File: config.mk
export PLATFORM = sky130hd
export DESIGN_NAME = serial_dac_load_control
export DESIGN_NICKNAME = d
export VERILOG_FILES = /design/src/shared/serial_dac_pkg.sv /design/src/logic/serial_dac_load_control.sv
export VERILOG_INCLUDE_DIRS = /design/src /design/src/shared
export SDC_FILE = /design/constraint.sdc
export NUM_CORES = 1
export LEC_CHECK = 0
export ABC_AREA = 1
export BUFFER_PORTS_ARGS = -buffer_cell sky130_fd_sc_hd__buf_4
export CORE_ASPECT_RATIO = 0.7
export CORE_MARGIN = 1.5
export CORE_UTILIZATION = 45
export DETAILED_ROUTE_END_ITERATION = 10
export GPL_ROUTABILITY_DRIVEN = 0
export PLACE_DENSITY = 0.74
export SLEW_MARGIN = 20
export SYNTH_ARGS = -nofsm -noshare
export SYNTH_HDL_FRONTEND = slang
export SYNTH_SLANG_ARGS = --single-unit
File: constraint.sdc
create_clock -name clk_i -period 1.8 [get_ports clk_i]
set_input_delay 0.09 -clock clk_i [delete_from_list [all_inputs] [get_ports clk_i]]
set_output_delay 0.09 -clock clk_i [all_outputs]
set_load 0.1 [all_outputs]
File: src/shared/serial_dac_params.svh
/*
 * Constants of the serial converter load control: widths, codes and sizes.
 * Assumes it is included by the package and by the design file.
 */
`ifndef SERIAL_DAC_PARAMS_SVH
`define SERIAL_DAC_PARAMS_SVH

// ----------------------------------------------------------------------
// Word layout
// ----------------------------------------------------------------------
`define DAC_WORD_BITS 16
`define DAC_CNT_BITS 5
`define DAC_FULL_COUNT 5'h10
`define DAC_MSB_BITS 4
`define DAC_SEG_COUNT 15
`define DAC_LADDER_BITS 12

// ----------------------------------------------------------------------
// Codes, reset values and synchroniser depth
// ----------------------------------------------------------------------
`define DAC_MIDSCALE 16'h8000
`define DAC_SEG_RESET 15'h00ff
`define DAC_SYNC_STAGES 2

`endif

File: src/shared/serial_dac_pkg.sv
/*
 * Types of the serial converter load control.
 * Assumes serial_dac_params.svh sits on the include path.
 */
`include "serial_dac_params.svh"

package serial_dac_pkg;

    // ------------------------------------------------------------------
    // Whole state of the control block
    // ------------------------------------------------------------------
    typedef struct packed {
        logic [`DAC_SYNC_STAGES-1:0] sclk_sy;
        logic [`DAC_SYNC_STAGES-1:0] frame_sy;
        logic [`DAC_SYNC_STAGES-1:0] sin_sy;
        logic [`DAC_SYNC_STAGES-1:0] load_sy;
        logic [`DAC_SYNC_STAGES-1:0] clear_sy;
        logic [`DAC_SYNC_STAGES-1:0] pd_sy;
        logic sclk_d;
        logic frame_d;
        logic load_d;
        logic [`DAC_WORD_BITS-1:0] shreg;
        logic [`DAC_CNT_BITS-1:0] bit_cnt;
        logic [`DAC_WORD_BITS-1:0] in_reg;
        logic [`DAC_WORD_BITS-1:0] dac_reg;
        logic [`DAC_WORD_BITS-1:0] out_code;
        logic [`DAC_SEG_COUNT-1:0] seg;
        logic sdo_bit;
        logic sdo_oe;
        logic zero_hold;
        logic out_zero;
    } dac_state_s;

endpackage : serial_dac_pkg

File: src/logic/serial_dac_load_control.sv
/*
 * Digital front end of a 16-bit voltage-output converter: framed serial
 * input, input and converter registers, load modes, clear and power-down,
 * segment decode and serial chain output.
 * Assumes all link pins are asynchronous to clk_i and much slower than it
 * (shift clock at least eight clk_i periods), and an external pull-up on
 * the open-drain chain output.
 */
// Operation
// - Incoming serial data is held in a 16-bit shift register.
// - After reset, shift register and converter register hold midscale.
// - Codes are offset binary; midscale means zero volts.
// - Shift clock is honoured only while the frame select is low.
// - Serial input is sampled on each falling shift clock edge in a frame.
// - Frame end after sixteen bits copies the shift register into the input register.
// - Load falling while frame is high copies input to converter register.
// - Load low during shifting updates converter register at frame end.
// - Load high during shifting; later load falling edge updates it.
// - Top four bits drive 15 thermometer segments, low twelve the ladder.
// - Clear low zeroes output; zero stays until a converter register load with clear high.
// - Power-down overrides load and clear; registers stay writable.
// - Clear low, load low: both registers written, output stays zero.
// - Clear low, load high: input register only, output stays zero.
// - Clear high, load low: both registers written, output follows.
// - Clear high, load high: input register only, converter unchanged.
// - Chain output shows bits leaving the register, input delayed sixteen.
// - Frame with load high reads back converter register unchanged.
`include "serial_dac_params.svh"

module serial_dac_load_control (
    input wire logic clk_i,
    input wire logic rst_b_i,
    input wire logic shift_clock_i,
    input wire logic frame_select_n_i,
    input wire logic serial_in_i,
    input wire logic load_output_n_i,
    input wire logic clear_output_n_i,
    input wire logic power_down_n_i,
    input wire logic serial_out_chain_i,
    output logic serial_out_chain_o,
    output logic serial_out_chain_oe_o,
    output logic [`DAC_WORD_BITS-1:0] input_code_o,
    output logic [`DAC_WORD_BITS-1:0] dac_code_o,
    output logic [`DAC_WORD_BITS-1:0] output_code_o,
    output logic [`DAC_SEG_COUNT-1:0] segment_o,
    output logic [`DAC_LADDER_BITS-1:0] ladder_o,
    output logic output_zero_o,
    output logic power_down_o
);

    // ------------------------------------------------------------------
    // State and edge detection
    // ------------------------------------------------------------------
    serial_dac_pkg::dac_state_s st_ff;
    serial_dac_pkg::dac_state_s nxt_st;

    logic sclk_fall;
    logic frame_fall;
    logic frame_rise;
    logic frame_low;
    logic load_fall;
    logic word_full;

    // Edges only look at the second synchroniser stage and its delayed copy
    assign sclk_fall = st_ff.sclk_d & ~st_ff.sclk_sy[1];
    assign frame_fall = st_ff.frame_d & ~st_ff.frame_sy[1];
    assign frame_rise = ~st_ff.frame_d & st_ff.frame_sy[1];
    assign frame_low = ~st_ff.frame_sy[1];
    assign load_fall = st_ff.load_d & ~st_ff.load_sy[1];
    assign word_full = (st_ff.bit_cnt == `DAC_FULL_COUNT);

    function automatic logic [`DAC_SEG_COUNT-1:0] thermo(
        input logic [`DAC_MSB_BITS-1:0] msbs
    );
        logic [`DAC_SEG_COUNT-1:0] t;
        t = '0;
        for (int i = 0; i < `DAC_SEG_COUNT; i++) begin
            t[i] = (msbs > i[`DAC_MSB_BITS-1:0]);
        end
        return t;
    endfunction : thermo

    // ------------------------------------------------------------------
    // Next state
    // ------------------------------------------------------------------
    always_comb begin
        logic load_evt;
        load_evt = 1'b0;
        nxt_st = st_ff;
        nxt_st.sclk_sy = {st_ff.sclk_sy[0], shift_clock_i};
        nxt_st.frame_sy = {st_ff.frame_sy[0], frame_select_n_i};
        nxt_st.sin_sy = {st_ff.sin_sy[0], serial_in_i};
        nxt_st.load_sy = {st_ff.load_sy[0], load_output_n_i};
        nxt_st.clear_sy = {st_ff.clear_sy[0], clear_output_n_i};
        nxt_st.pd_sy = {st_ff.pd_sy[0], power_down_n_i};
        nxt_st.sclk_d = st_ff.sclk_sy[1];
        nxt_st.frame_d = st_ff.frame_sy[1];
        nxt_st.load_d = st_ff.load_sy[1];

        if (frame_fall) begin
            // Readback: the converter word leaves the chain pin MSB first
            nxt_st.shreg = st_ff.dac_reg;
            nxt_st.sdo_bit = st_ff.dac_reg[`DAC_WORD_BITS-1];
            nxt_st.bit_cnt = '0;
        end else if (frame_low && sclk_fall) begin
            nxt_st.shreg = {st_ff.shreg[`DAC_WORD_BITS-2:0], st_ff.sin_sy[1]};
            nxt_st.sdo_bit = st_ff.shreg[`DAC_WORD_BITS-2];
            if (!word_full) begin
                nxt_st.bit_cnt = st_ff.bit_cnt + 1'b1;
            end
        end else if (!frame_low) begin
            nxt_st.bit_cnt = '0;
        end

        if (frame_rise) begin
            // A short frame leaves both registers alone
            if (word_full) begin
                nxt_st.in_reg = st_ff.shreg;
                if (!st_ff.load_sy[1]) begin
                    nxt_st.dac_reg = st_ff.shreg;
                    load_evt = 1'b1;
                end
            end
        end else if (load_fall && !frame_low) begin
            // Asynchronous update is refused while a frame is open
            nxt_st.dac_reg = st_ff.in_reg;
            load_evt = 1'b1;
        end

        // Clear low wins over a load in the same cycle
        if (!st_ff.clear_sy[1]) begin
            nxt_st.zero_hold = 1'b1;
        end else if (load_evt) begin
            nxt_st.zero_hold = 1'b0;
        end

        nxt_st.out_zero = ~st_ff.pd_sy[1] | nxt_st.zero_hold;
        // Zero volts is the midscale code in offset binary
        nxt_st.out_code = nxt_st.out_zero ? `DAC_MIDSCALE : nxt_st.dac_reg;
        nxt_st.seg = thermo(nxt_st.out_code[`DAC_WORD_BITS-1 -: `DAC_MSB_BITS]);
        // Pull-down released in power-down to save current
        nxt_st.sdo_oe = ~nxt_st.sdo_bit & st_ff.pd_sy[1];
    end

    // ------------------------------------------------------------------
    // Registers
    // ------------------------------------------------------------------
    always_ff @(posedge clk_i or negedge rst_b_i) begin
        if (!rst_b_i) begin
            st_ff.sclk_sy <= '0;
            st_ff.frame_sy <= '1;
            st_ff.sin_sy <= '0;
            st_ff.load_sy <= '1;
            st_ff.clear_sy <= '1;
            st_ff.pd_sy <= '1;
            st_ff.sclk_d <= 1'b0;
            st_ff.frame_d <= 1'b1;
            st_ff.load_d <= 1'b1;
            st_ff.shreg <= `DAC_MIDSCALE;
            st_ff.bit_cnt <= '0;
            st_ff.in_reg <= `DAC_MIDSCALE;
            st_ff.dac_reg <= `DAC_MIDSCALE;
            st_ff.out_code <= `DAC_MIDSCALE;
            st_ff.seg <= `DAC_SEG_RESET;
            st_ff.sdo_bit <= 1'b1;
            st_ff.sdo_oe <= 1'b0;
            st_ff.zero_hold <= 1'b0;
            st_ff.out_zero <= 1'b0;
        end else begin
            st_ff <= nxt_st;
        end
    end

    // ------------------------------------------------------------------
    // Outputs
    // ------------------------------------------------------------------
    // Open drain: the pin only ever pulls low
    assign serial_out_chain_o = 1'b0;
    assign serial_out_chain_oe_o = st_ff.sdo_oe;
    assign input_code_o = st_ff.in_reg;
    assign dac_code_o = st_ff.dac_reg;
    assign output_code_o = st_ff.out_code;
    assign segment_o = st_ff.seg;
    assign ladder_o = st_ff.out_code[`DAC_LADDER_BITS-1:0];
    assign output_zero_o = st_ff.out_zero;
    assign power_down_o = ~st_ff.pd_sy[1];
endmodule : serial_dac_load_control

==> impl_metrics.csv <==
group,metric,value,unit
yosys,yosysWarnings,0,
sta,fmax,0.5752,GHz
sta,maxSlewHeadroom,61.66,%
clocking,cts_root_buf,"clkbuf_16",
critical_path,critPathKind,"register to register",
critical_path,arrival,2.02,ns
global_route,antenna_found_initial,0,
place,port_buffers,85,
sta,hold_viol_final,0,
route,postRouteAntennaNets,0,
yosys,synth_cell_types,32,
sta,slew_violations,0,
critical_path,cp_num_buf_inv,3,
global_route,grtUsageTotal,18.59,%
yosys,synth_seq_cells,103,
finish,drive_gt1_share,36.35,%
floorplan,num_rows,31,
yosys,syn_inst,485,
pwr,p_total,5.928,mW
critical_path,start_kind,"register",
route,drc,0,
finish,n_antenna_cell,0,
global_route,grt_pass1_wl,16130,µm
critical_path,critical_path.top_delay_family,"simple AND/OR/NAND/NOR gates",
yosys,syn-num-nets,496,
route,dr.pass1.iters,5,
yosys,synth_top_area_share,42.55,%
sta,worst_slew_pin_slew,0.5751,ns
place,place_inst,630,
floorplan,core_area,10240,µm²
global_route,grt_pass1_vias,3216,
status,status,"complete, no violations",
sta,fin_hold_ws,0.2896,ns
sta,fin_crit_sh,96.59,%
place,hpwl,6825,µm
finish,nets,537,
route,drt-met1-wl,4496,µm
finish,layout_commonest_cell,"buf_4",
clocking,clk_pin_slew_worst_paths,0.06,ns
finish,fill_cells,905,
critical_path,path_cells,"inv_2 -> nor2_4 -> nand4_1 -> nand3_2 -> nand3_4 -> clkinv_2 -> o211ai_1 -> buf_4 -> nor2_1",
critical_path,path_max_fanout,7,
sta,clock_skew,0.009986,ns
yosys,synth_area_leader_cell,"dfrtp_1",
sta,min_period,1.739,ns
sta,setup_ws,0.06145,ns
yosys,synth_top_flop_cell,"dfrtp_1",
yosys,synth_area,4705,µm²
route,routed_wl,10130,µm
finish,syn2layout_area_growth,18.83,%
finish,final_util,54.59,%
route,route.met2.wl,4737,µm
yosys,async_flop_share,100.0,%
route,met3_length,815,µm
finish,final_cell_mix,"buf_4, nand2_1, dfrtp_1",
global_route,grt_max_degree,45,
critical_path,max_stage_delay,0.59,ns
sta,setup_viol,0,
floorplan,dieHeight,88.55,µm
critical_path,critPathRequiredTime,2.08,ns
clocking,clock_latency,0.35,ns
critical_path,critical_path_depth,9,
route,viasPerCell,5.044,
pwr,power_density,1060,nW/µm²
route,drtIter0Drc,275,
place,pre_cts_ws,0.007689,ns
job,max_cap_violations,0,
clocking,cts_buffers,9,
route,highest_layer,"met4",
yosys,seq_area_frac_synth,55.40,%
critical_path,cp_slowest_cell,"dfstp_2",
floorplan,initial_core_util,45.94,%
clocking,clockBufferDepth,2,
pwr,ir_drop,476.3,µV
critical_path,rr_worst_depth,9,
floorplan,die_x,125.2,µm
clocking,cts_tree,"done",
clocking,htree_levels,3,
pwr,leakage,2.740,nW
yosys,avgSynthCellArea,9.700,µm²
global_route,grt.overflow.total,0,
critical_path,end_kind,"register",
floorplan,pin_count,88,
finish,stdcell_count,663,
route,vias,3344,
route,routedWlPerCell,15.27,µm
yosys,synth-edff-count,0,
yosys,synth_area_leaders,"dfrtp_1, dfstp_2, buf_4",
sta,rsz0062_at_grt,"yes",
floorplan,dieArea,11090,µm²
clocking,cts_sinks,103,
hold_path,hp-class,"primary input to async pin",
## layout make-up
cell class	count	area [µm²]	share of cell area (%)
flip-flops and latches	103	2606	46.62
multi-input cells	240	1313	23.48
repair buffers	120	975.9	17.46
clock buffers	10	239.0	4.275
inverters	52	198.9	3.559
well taps	132	165.2	2.954
clock inverters	6	92.59	1.656
## through the flow
stage               area [µm²]  TNS (ns)
global placement          5044         0
detailed placement        5044         0
finish                    5590         0
floorplan                 4705         0
global route              5590   -0.3976
CTS                       5450         0
## kinds of logic after synthesis
logic type                 after synthesis  share of synthesized area [%]
adders and majority gates                2                         0.5318
and+or+nand+nor                        134                          13.27
DFF                                    103                          55.40
AOI/OAI and AO/OA                      103                          12.95
buffers and inverters                  142                          17.77
other                                    1                        0.07971
## timing repair
| item | CTS | global route |
|---|---|---|
| setup buffers | 0 | 10 |
| gates resized for setup | 1 | 20 |
| hold endpoints to repair | 33 | 0 |
| gates cloned | 0 | 0 |
| setup endpoints to repair | 1 | 33 |
| pin swaps | 1 | 4 |
| hold buffers | 7 | 0 |
## sequential cells by signal (all words and copies together) (netlist names)
signal,count
input_code_o,16
output_code_o,16
output_zero_o,1
nxt_st,9
segment_o,15
dac_code_o,16
st_ff,29
serial_out_chain_oe_o,1
## report_power, final
group	switching [mW]	internal, mW	leakage (nW)
Sequential	0.118	2.49	1.30
Clock	0.842	1.26	0.155
Combinational	0.923	0.294	1.29
## path summary, 6_finish.rpt
kind	slack, ns	endpoint	from
max in group asynchronous	0.85	st_ff[77]	rst_b_i
worst max register to register	0.06	segment_o[10]	nxt_st[89]
min in group clk_i	0.35	st_ff[94]	nxt_st[94]
worst max-delay path	0.06	segment_o[10]	nxt_st[89]
worst min register to register	0.35	st_ff[94]	nxt_st[94]
worst min-delay path	0.29	nxt_st[102]	rst_b_i
## cell usage after synthesis (2+ instances only)
library cell and n:
inv_2 4, nand3_1 6, nor3_1 2, nand2_1 92, or2_2 6, o211ai_1 14, nor2_4 4, nand4_1 4
clkbuf_1 8, a22oi_1 3, dfrtp_1 80, nor2_2 2, ha_1 2, o21ai_0 39, buf_2 5, dfstp_2 23
nand2_4 2, nor2_1 9, a21oi_1 31, o221ai_1 13, o21ai_1 2, buf_4 76, inv_1 46, nand2_2 4
## routing by layer
metal	up-vias	track usage, %
met5	-	0
met4	0	5.062
met3	8	6.348
met2	150	29.01
met1	1598	25.16
li1	1588	-
(Power assumes the default switching activity.)
